### src/core/typeb_req_map.vh
// Purpose: Constants for the Type B request and wake-up responder
// Assumes: Byte-wide command and answer streams
// Notes: Definitions only
`ifndef TYPEB_REQ_MAP_VH
`define TYPEB_REQ_MAP_VH
// ---------------------------------------------
// Command and answer codes
// ---------------------------------------------
`define CMD_REQ_CODE 8'h05
`define ANS_CODE 8'h50
`define PARAM_WAKE_BIT 3
`define PARAM_FORM_MSB 4
`define PARAM_FORM_LSB 0
`define PARAM_REQ_FORM 5'h00
`define PARAM_WAKE_FORM 5'h08
// ---------------------------------------------
// Protocol information
// ---------------------------------------------
`define PROTO1_MULTI 8'hB3
`define PROTO1_SLOW 8'h80
`define PROTO2_BYTE 8'h81
`define PROTO3_LOW 4'h0
// ---------------------------------------------
// Frame lengths and CRC_B
// ---------------------------------------------
`define CMD_LEN 3'h5
`define ANS_LEN 4'hE
`define ANS_BODY_LEN 4'hC
`define CRC_INIT 16'h6363
`define CRC_POLY_REV 16'h8408
`define CRC_RESIDUE 16'hF0B8
`define NIB_ZERO 4'h0
`define BYTE_ZERO 8'h00
`endif

### src/core/crc_b_unit.v
// Purpose: CRC_B byte update, serial over one byte per clock
// Assumes: Reflected polynomial, preset value on clear
// Notes: Check value is the register before complement
`timescale 1ns/1ps
`include "typeb_req_map.vh"
module crc_b_unit (
    input wire core_clk_i,
    input wire arst_n_i,
    input wire clear_i,
    input wire step_i,
    input wire [7:0] data_i,
    output wire [15:0] crc_o
);
    reg [15:0] crc_reg;
    reg [15:0] crc_next;
    integer k;
    // ---------------------------------------------
    // Byte update
    // ---------------------------------------------
    always @* begin
        crc_next = crc_reg ^ {8'h00, data_i};
        for (k = 0; k < 8; k = k + 1) begin
            if (crc_next[0]) begin
                crc_next = (crc_next >> 1) ^ `CRC_POLY_REV;
            end else begin
                crc_next = crc_next >> 1;
            end
        end
    end
    always @(posedge core_clk_i or negedge arst_n_i) begin
        if (!arst_n_i) begin
            crc_reg <= `CRC_INIT;
        end else if (clear_i) begin
            crc_reg <= `CRC_INIT;
        end else if (step_i) begin
            crc_reg <= crc_next;
        end
    end
    assign crc_o = crc_reg;
endmodule // crc_b_unit

### src/core/typeb_request_wakeup_responder.v
// Purpose: Decode request/wake-up frames and send the answer frame
// Assumes: Command bytes arrive with a frame end strobe; answer drained by ready
// Notes: Attach, block protocol and identifier source live elsewhere
`timescale 1ns/1ps
`include "typeb_req_map.vh"
// Operation
// - Request form answered in idle state
// - Wake-up answered in halt and idle
// - Low nibble family must match stored low
// - Zero family byte matches any stored family
// - High nibble family must match stored high
// - Other family bytes need exact match
// - Parameter bits 7-5 are ignored
// - Any slot code treated as one slot
// - Answer starts with code 0x50
// - Application data bytes always zero
// - Multi-rate byte when fast rate clear and Type B rate set
// - Fast rate set gives 0x80
// - Frame size nibble 1000b, 256 bytes
// - Protocol type nibble 0001b
// - Waiting time integer in high nibble
// - Application coding bits 00b
// - Frame option bits 00b
module typeb_request_wakeup_responder (
    input wire core_clk_i,
    input wire arst_n_i,
    input wire rx_valid_i,
    input wire [7:0] rx_data_i,
    input wire rx_end_i,
    input wire halted_i,
    input wire active_i,
    input wire [7:0] family_setting_i,
    input wire [31:0] identifier_i,
    input wire fast_rate_select_i,
    input wire typeb_rate_select_i,
    input wire [3:0] wait_int_i,
    input wire tx_ready_i,
    output wire tx_valid_o,
    output reg [7:0] tx_data_o,
    output wire tx_last_o,
    output reg answered_o,
    output reg wake_seen_o,
    output wire busy_o
);
    // ---------------------------------------------
    // States
    // ---------------------------------------------
    localparam [2:0] ST_RX = 3'b001;
    localparam [2:0] ST_TX = 3'b010;
    localparam [2:0] ST_CRC = 3'b100;

    reg [2:0] state_reg;
    reg [2:0] rx_cnt_reg;
    reg [7:0] cmd_reg;
    reg [7:0] fam_reg;
    reg [7:0] par_reg;
    reg [3:0] tx_idx_reg;
    reg ovf_reg;
    wire [15:0] crc_val;
    wire crc_clear;
    wire crc_step;
    wire [7:0] crc_byte;
    wire frame_ok;
    wire form_ok;
    wire is_wake;
    wire state_ok;
    wire fam_ok;
    wire accept;
    reg [7:0] body_byte;
    wire tx_fire;

    // ---------------------------------------------
    // Family match
    // ---------------------------------------------
    function fam_match;
        input [7:0] req;
        input [7:0] own;
        begin
            if (req == `BYTE_ZERO) begin
                fam_match = 1'b1;
            end else if (req[7:4] == `NIB_ZERO) begin
                fam_match = (req[3:0] == own[3:0]);
            end else if (req[3:0] == `NIB_ZERO) begin
                fam_match = (req[7:4] == own[7:4]);
            end else begin
                fam_match = (req == own);
            end
        end
    endfunction

    // ---------------------------------------------
    // Command decode
    // ---------------------------------------------
    // Bits 7-5 and slot code never enter the decision
    assign is_wake = par_reg[`PARAM_WAKE_BIT];
    assign form_ok = (par_reg[`PARAM_FORM_MSB:`PARAM_FORM_LSB] & ~5'h07 & ~5'h08) == 5'h00
        && (cmd_reg == `CMD_REQ_CODE);
    // Request only from idle; wake-up from idle or halt
    assign state_ok = !active_i && (is_wake || !halted_i);
    assign fam_ok = fam_match(fam_reg, family_setting_i);
    assign frame_ok = (rx_cnt_reg == `CMD_LEN) && !ovf_reg
        && (crc_val == `CRC_RESIDUE);
    assign accept = (state_reg == ST_RX) && rx_end_i && frame_ok
        && form_ok && state_ok && fam_ok;

    // ---------------------------------------------
    // Answer body
    // ---------------------------------------------
    always @* begin
        case (tx_idx_reg)
            4'h0: body_byte = `ANS_CODE;
            4'h1: body_byte = identifier_i[7:0];
            4'h2: body_byte = identifier_i[15:8];
            4'h3: body_byte = identifier_i[23:16];
            4'h4: body_byte = identifier_i[31:24];
            4'h5, 4'h6, 4'h7, 4'h8: body_byte = `BYTE_ZERO;
            4'h9: begin
                if (fast_rate_select_i || !typeb_rate_select_i) begin
                    body_byte = `PROTO1_SLOW;
                end else begin
                    body_byte = `PROTO1_MULTI;
                end
            end
            4'hA: body_byte = `PROTO2_BYTE;
            4'hB: body_byte = {wait_int_i, `PROTO3_LOW};
            default: body_byte = `BYTE_ZERO;
        endcase
    end

    // Shared CRC: command bytes in receive, answer bytes in transmit
    // Preset again after the answer, else the next command starts off a stale check
    assign crc_clear = ((state_reg == ST_RX) && rx_end_i)
        || ((state_reg == ST_CRC) && tx_fire && tx_last_o);
    assign crc_step = ((state_reg == ST_RX) && rx_valid_i && !rx_end_i)
        || ((state_reg == ST_TX) && tx_fire);
    assign crc_byte = (state_reg == ST_RX) ? rx_data_i : body_byte;

    crc_b_unit u_crc (
        .core_clk_i(core_clk_i),
        .arst_n_i(arst_n_i),
        .clear_i(crc_clear),
        .step_i(crc_step),
        .data_i(crc_byte),
        .crc_o(crc_val)
    );

    assign tx_valid_o = (state_reg != ST_RX);
    assign tx_fire = tx_valid_o && tx_ready_i;
    assign tx_last_o = (state_reg == ST_CRC) && (tx_idx_reg == `ANS_LEN - 4'h1);
    assign busy_o = (state_reg != ST_RX);

    always @* begin
        if (state_reg == ST_CRC) begin
            // Check holds still here: no step outside receive and body
            tx_data_o = (tx_idx_reg == `ANS_BODY_LEN) ? ~crc_val[7:0]
                : ~crc_val[15:8];
        end else begin
            tx_data_o = body_byte;
        end
    end

    // ---------------------------------------------
    // Sequencer
    // ---------------------------------------------
    always @(posedge core_clk_i or negedge arst_n_i) begin
        if (!arst_n_i) begin
            state_reg <= ST_RX;
            rx_cnt_reg <= 3'h0;
            ovf_reg <= 1'b0;
            cmd_reg <= 8'h00;
            fam_reg <= 8'h00;
            par_reg <= 8'h00;
            tx_idx_reg <= 4'h0;
            answered_o <= 1'b0;
            wake_seen_o <= 1'b0;
        end else begin
            answered_o <= 1'b0;
            case (state_reg)
                ST_RX: begin
                    if (rx_end_i) begin
                        rx_cnt_reg <= 3'h0;
                        ovf_reg <= 1'b0;
                        tx_idx_reg <= 4'h0;
                        if (accept) begin
                            state_reg <= ST_TX;
                            wake_seen_o <= is_wake;
                        end
                    end else if (rx_valid_i) begin
                        if (rx_cnt_reg == 3'h0) cmd_reg <= rx_data_i;
                        if (rx_cnt_reg == 3'h1) fam_reg <= rx_data_i;
                        if (rx_cnt_reg == 3'h2) par_reg <= rx_data_i;
                        if (rx_cnt_reg == `CMD_LEN) begin
                            ovf_reg <= 1'b1;
                        end else begin
                            rx_cnt_reg <= rx_cnt_reg + 3'h1;
                        end
                    end
                end
                ST_TX: begin
                    if (tx_fire) begin
                        tx_idx_reg <= tx_idx_reg + 4'h1;
                        if (tx_idx_reg == `ANS_BODY_LEN - 4'h1) begin
                            state_reg <= ST_CRC;
                        end
                    end
                end
                ST_CRC: begin
                    if (tx_fire) begin
                        if (tx_last_o) begin
                            state_reg <= ST_RX;
                            tx_idx_reg <= 4'h0;
                            answered_o <= 1'b1;
                        end else begin
                            tx_idx_reg <= tx_idx_reg + 4'h1;
                        end
                    end
                end
                default: state_reg <= ST_RX;
            endcase
        end
    end
endmodule // typeb_request_wakeup_responder

### config.mk
export PLATFORM = sky130hd
export DESIGN_NAME = typeb_request_wakeup_responder
export DESIGN_NICKNAME = d
export VERILOG_FILES = /design/src/core/crc_b_unit.v /design/src/core/typeb_request_wakeup_responder.v
export VERILOG_INCLUDE_DIRS = /design/src /design/src/core
export SDC_FILE = /design/constraint.sdc
export NUM_CORES = 1
export LEC_CHECK = 0
export BUFFER_PORTS_ARGS = -buffer_cell sky130_fd_sc_hd__buf_2
export CAP_MARGIN = 30
export CORE_UTILIZATION = 40
export DETAILED_ROUTE_END_ITERATION = 16
export PLACE_DENSITY = 0.73
export SLEW_MARGIN = 30
export SYNTH_ARGS = -nofsm -noshare
export SYNTH_HDL_FRONTEND = slang
export SYNTH_SLANG_ARGS = --single-unit
### constraint.sdc
create_clock -name core_clk_i -period 3.5 [get_ports core_clk_i]
set_clock_uncertainty 0.15 [all_clocks]
set_input_delay 0.35 -clock core_clk_i [delete_from_list [all_inputs] [get_ports core_clk_i]]
set_output_delay 0.35 -clock core_clk_i [all_outputs]
set_load 0.02 [all_outputs]
==> metrics.txt, run 1 <==
Highest Clock Rate=about 330 MHz; post-synth top area cell=dfrtp_1; M3 GR Usage=3.23%; Final TNS setup=0 ns; Reg clk slew, reported paths=~0.080 ns; layout cells sized above 1=between 20% and 30%; clock buffer count from CTS=5; number of synthesized flops with an enable pin=0; number of max-cap violations=0; measured slew at the worst slew-check pin=0.767 ns; Mapped Area=0.00325 mm²; status=finished clean; initial antenna violation count=0; switching power=approximately 630 µW; peak supply drop=between 0.0003 and 0.0004 V; Sequential Power Share=a little under half; met2 Resource Use GR=32.9%; largest net degree at the start of global routing=48; HPWL Detailed=roughly 6300 µm; switching share of power=35.1%; Final Setup Violations=0; utilization after layout=48.5%; LEAKAGE=approximately 0.0017 µW; share of flip-flops with an asynchronous set or reset=100%; largest cells by area after synthesis=dfrtp_1 (29%), dfstp_2 (7.3%), mux2_2 (6.9%), xnor2_1 (5.1%), a21oi_1 (4.3%); Die W=just over 90 µm; post-synthesis cell count=~360; syn nets=430; Final Net Count=494; vias per inst=5.49; RSZ-0062 raised after global routing=false; first-pass GRT wire length=about 14000 µm; Seq/Total Area, Yosys=36.6%; critical path endpoint category=output port; post-DR wirelength/cell=~15 µm; H-Tree Depth=2; vias in the first global route=2820; CTS-repair resized insts=0; drt drc=0; port bufs=73; Tmin final=approximately 3.0 ns; Crit Path Category=reg -> out; First-pass DRT Iterations=4; max FFs per register=16; Critical Path Source Type=flop; Pint=1170 µW; number of inserted diodes=0; initial core utilization=between 40% and 50%; R2R cell count=10; grt met1 use=27.6%; crit-path max FO=12; vias post-DR=just under 3000; area fraction of the dominant cell type after synthesis=between 20% and 30%; number of instances in the placed design=between 500 and 600; DIE HEIGHT=92.1 µm; total power draw=around 1800 µW; Synth cell types=60; All-Layer GR Usage=between 20% and 30%; Min-Delay Path Class=in -> reg; combinational share of power=34.3%; power density over cell area=478 mW/mm²; slew margin rel.=approximately half; Top Usage Layer GRT=met2; 1st-iter DRT viols=193; WHS Path Cells=2; WHS=around 0.18 ns; non-filler cells, final=528; global route total overflow=0; Tcrit/Tclk final=between 80% and 90%; Worst Path Required=roughly 3.0 ns; drt total wl=8130 µm; Arr. time, crit path=roughly 2.5 ns; Area Overhead vs Synth=16.1%; Mean Syn Cell Area=approximately 9.0 µm²; Synth warnings=0; Root Driver=clkbuf_8; Core Area=roughly 0.008 mm²; Synth Register Bits=between 40 and 50; Final Max Slew Viols=0; clock sink total=47; ANT nets after route=0; Top FF cell, synth=dfrtp_1; final hold vios=0; Clk pwr share=about 18%; clk buf depth=2; GP Congestion=approximately 0.94; die area=0.00848 mm²; I/O pins=74; row count=32; CTS tree=built; latest clock arrival within the worst-skew pair=roughly 0.3 ns
-- cells in the final DEF (no fill, tap or decap), types with 4 or more instances in the layout --
cell       n
a21oi_1   28
a221oi_1   4
a22oi_1    4
a31oi_1    4
buf_2     72
buf_4      5
clkbuf_8   5
dfrtp_1   38
dfstp_2    9
ha_1       8
inv_1     14
mux2_2    20
mux2i_1    9
nand2_1   34
nand2b_1   4
nand3_1   10
nand3b_1   6
nor2_1    29
nor2b_1    4
nor3_1     6
nor4_1     7
o21ai_0   14
o21ai_1    7
xnor2_1   19
xor2_1    16
-- synthesized netlist by cell type (all sizes together) (9+ instances only) --
| master | number |
|---|---|
| dfrtp | 38 |
| nand2 | 34 |
| nor2 | 30 |
| a21oi | 28 |
| mux2 | 21 |
| o21ai | 21 |
| xnor2 | 19 |
| xor2 | 16 |
| inv | 15 |
| clkbuf | 12 |
| nand3 | 10 |
| buf | 9 |
| dfstp | 9 |
| mux2i | 9 |
-- through the flow --
step,instance area [µm²],setup WS (ns)
6_report,3770,0.478
5_1_grt,3770,0.278
4_1_cts,3770,0.454
3_5_place_dp,3670,0.542
3_3_place_gp,3670,0.629
2_1_floorplan,3250,0.792
-- metal layers --
layer  vias to the layer above  part of all wire, %
met5                         -                    0
met4                         0                  1.4
met3                         8                  6.3
met2                       111                   46
met1                      1370                   47
li1                       1409                    -
-- final timing paths --
kind,to,slack (ns),start
max,tx_data_o[2],0.48,tx_idx_reg[0]
min,cmd_reg[1],0.18,rx_data_i[1]
max reg2reg,u_crc.crc_o[3],0.54,tx_idx_reg[1]
min reg2reg,wake_seen_o,0.34,wake_seen_o
max in group asynchronous,u_crc.crc_o[4],2.35,arst_n_i
min in group asynchronous,u_crc.crc_o[2],0.44,arst_n_i
-- final cells by class --
class / instances / area [µm²]
inverters: 15 / 56.3
clock inverters: 2 / 12.5
repair buffers: 78 / 408
fillers: 767 / 4000
well taps: 102 / 128
flip-flops and latches: 47 / 1190
clock buffers: 6 / 72.6
multi-input cells: 278 / 1900
-- critical path: stages (launching register included) --
cell     delay (ns)
dfrtp_1        0.44
inv_1          0.10
ha_1           0.40
nand3_1        0.47
mux2_2         0.43
o21ai_0        0.18
buf_2          0.20
-- cell families (layout without fill, tap and decap cells) --
logic type	after synthesis	after routing	synth area share, %
xor+xnor	35	35	9.44
flops	47	47	36.6
fa+ha+maj	8	8	3.08
compound gates	87	87	17.3
simple gates	118	118	18.7
mux	30	30	10.1
buf+inv	36	101	4.78
-- power groups by stage --
stage	logic, µW	registers [µW]	clock network [µW]
floorplan	517	802	0
global placement	595	864	0
detailed placement	616	871	0
CTS	621	861	334
global route	687	886	353
finish	618	863	321
-- timing repair --
action | 4_1_cts | 5_1_grt
hold endpoints to repair | 38 | 0
setup buffers | 0 | 0
hold buffers | 1 | 0
Power figures use the tool's default switching activity.
==> run 2: changes to the inputs <==
--- a/config.mk
+++ b/config.mk
@@ -10,7 +10,7 @@
 export CAP_MARGIN = 30
 export CORE_UTILIZATION = 40
 export DETAILED_ROUTE_END_ITERATION = 16
-export PLACE_DENSITY = 0.73
+export PLACE_DENSITY = 0.59
 export SLEW_MARGIN = 30
 export SYNTH_ARGS = -nofsm -noshare
 export SYNTH_HDL_FRONTEND = slang
==> constraint.sdc (replaced) <==
create_clock -name core_clk_i -period 3.8 [get_ports core_clk_i]
set_clock_uncertainty 0.15 [all_clocks]
set_input_delay 0.38 -clock core_clk_i [delete_from_list [all_inputs] [get_ports core_clk_i]]
set_output_delay 0.38 -clock core_clk_i [all_outputs]
set_load 0.02 [all_outputs]
==> metrics.txt, run 2 (synthesized netlist as in run 1, its figures left out) <==
status=finished clean; I/O pins=74; Worst path max stage delay=0.51 ns; slew margin rel.=~46%; post-DR wirelength/cell=~16 µm; port bufs=73; die area=approximately 0.0085 mm²; peak supply drop=between 0.0002 and 0.00025 V; H-Tree Depth=2; commonest non-fill, non-tap cell in the layout=buf_2; GP Congestion=0.812; Highest Clock Rate=between 300 and 400 MHz; worst-path cell chain=inv_1 -> ha_1 -> nand3_1 -> mux2i_1 -> nor2_1 -> a21oi_1 -> buf_2; first-pass GRT wire length=between 10000 and 15000 µm; Root Driver=clkbuf_8; Tmin final=between 3 and 4 ns; FILL cells=a little under 800; Arr. time, crit path=2.57 ns; total power draw=1810 µW; Core Area=between 0.007 and 0.008 mm²; First-pass DRT Iterations=4; Tcrit/Tclk final=81.7%; latest clock arrival within the worst-skew pair=approximately 0.30 ns; drt total wl=8640 µm; power density over cell area=about 470 mW/mm²; ANT nets after route=0; HPWL Detailed=approximately 6600 µm; Final Setup Violations=0; global route total overflow=0; 1st-iter DRT viols=approximately 190; Crit Path Category=reg -> out; Die W=92.1 µm; Area Overhead vs Synth=17.5%; post-CTS setup buffers=0; slowest CP cell=nand3_1; LEAKAGE=roughly 0.0017 µW; number of instances in the placed design=approximately 520; Final Max Slew Viols=0; final hold vios=0; Top delay family on crit path=simple AND/OR/NAND/NOR gates; Min-Delay Path Class=in -> reg; All-Layer GR Usage=21.5%; clk buf depth=2; DIE HEIGHT=92.1 µm; RSZ-0062 raised after global routing=false; CTS tree=built; number of max-cap violations=0; max FFs per register=16; vias in the first global route=2851; Critical Path Source Type=flop; crit-path max FO=12; number of inserted diodes=0; Critical path buffers and inverters=2; Final Net Count=just under 500; initial antenna violation count=0; vias post-DR=between 2000 and 3000; Worst Path Required=roughly 3.3 ns; row count=32; initial core utilization=41.8%; Reg clk slew, reported paths=approximately 0.1 ns; critical path endpoint category=output port; CTS-repair resized insts=0; highest-count cells in the layout ignoring fill and taps=buf_2 (72), dfrtp_1 (38), nand2_1 (34); clock buffer count from CTS=5; non-filler cells, final=between 500 and 600; clock sink total=47; largest net degree at the start of global routing=48; reg-to-reg setup timing slack=between 0.8 and 0.9 ns; measured slew at the worst slew-check pin=about 0.82 ns; layout cells sized above 1=28.1%; Final TNS setup=0 ns; vias per inst=between 5 and 6; drt drc=0
## run 2: stage by stage
step | hold WS [ns] | util, % | setup WS (ns) | instance area (µm²)
after floorplan | -0.0656 | - | 1.09 | 3250
after global placement | 0.313 | 47.1 | 0.921 | 3650
after detailed placement | 0.291 | 47.1 | 0.859 | 3660
after CTS | 0.203 | 49.0 | 0.674 | 3800
after global routing | 0.206 | 49.1 | 0.460 | 3810
final | 0.209 | 49.1 | 0.696 | 3810
## run 2: worst paths after layout
path | start | endpoint | cells past startpoint
worst max-delay path | tx_idx_reg[1] | tx_data_o[0] | 7
worst min-delay path | rx_data_i[6] | fam_reg[6] | 2
worst min register to register | wake_seen_o | wake_seen_o | 2
max in group asynchronous | arst_n_i | tx_idx_reg[1] | 2
worst max register to register | tx_idx_reg[1] | u_crc.crc_o[3] | 10
min in group asynchronous | arst_n_i | u_crc.crc_o[11] | 2
## run 2: layer usage
| metal | GRT usage (%) | vias to the layer above | routed length, µm |
|---|---|---|---|
| met5 | 0 | - | 0 |
| met4 | 7.94 | 0 | 175 |
| met3 | 3.65 | 14 | 484 |
| met2 | 35.4 | 100 | 4010 |
| met1 | 28.2 | 1379 | 3970 |
| li1 | - | 1415 | - |
## run 2: where the power goes
| group | internal (µW) | switching (µW) |
|---|---|---|
| clock network | 263 | 183 |
| registers | 649 | 147 |
| logic | 299 | 267 |
## run 2: repair_timing
item                                   CTS  global route
endpoints found under the hold margin   38             0
setup endpoints to repair                0             0
hold buffers                             1             0
## run 2: layout make-up
| class | count | area [µm²] | share of cell area, % |
|---|---|---|---|
| flip-flops and latches | 47 | 1190 | 31.1 |
| multi-input cells | 278 | 1910 | 50.1 |
| inverters | 15 | 56.3 | 1.48 |
| repair buffers | 76 | 393 | 10.3 |
| well taps | 102 | 128 | 3.35 |
| clock inverters | 3 | 67.6 | 1.77 |
| clock buffers | 5 | 68.8 | 1.81 |
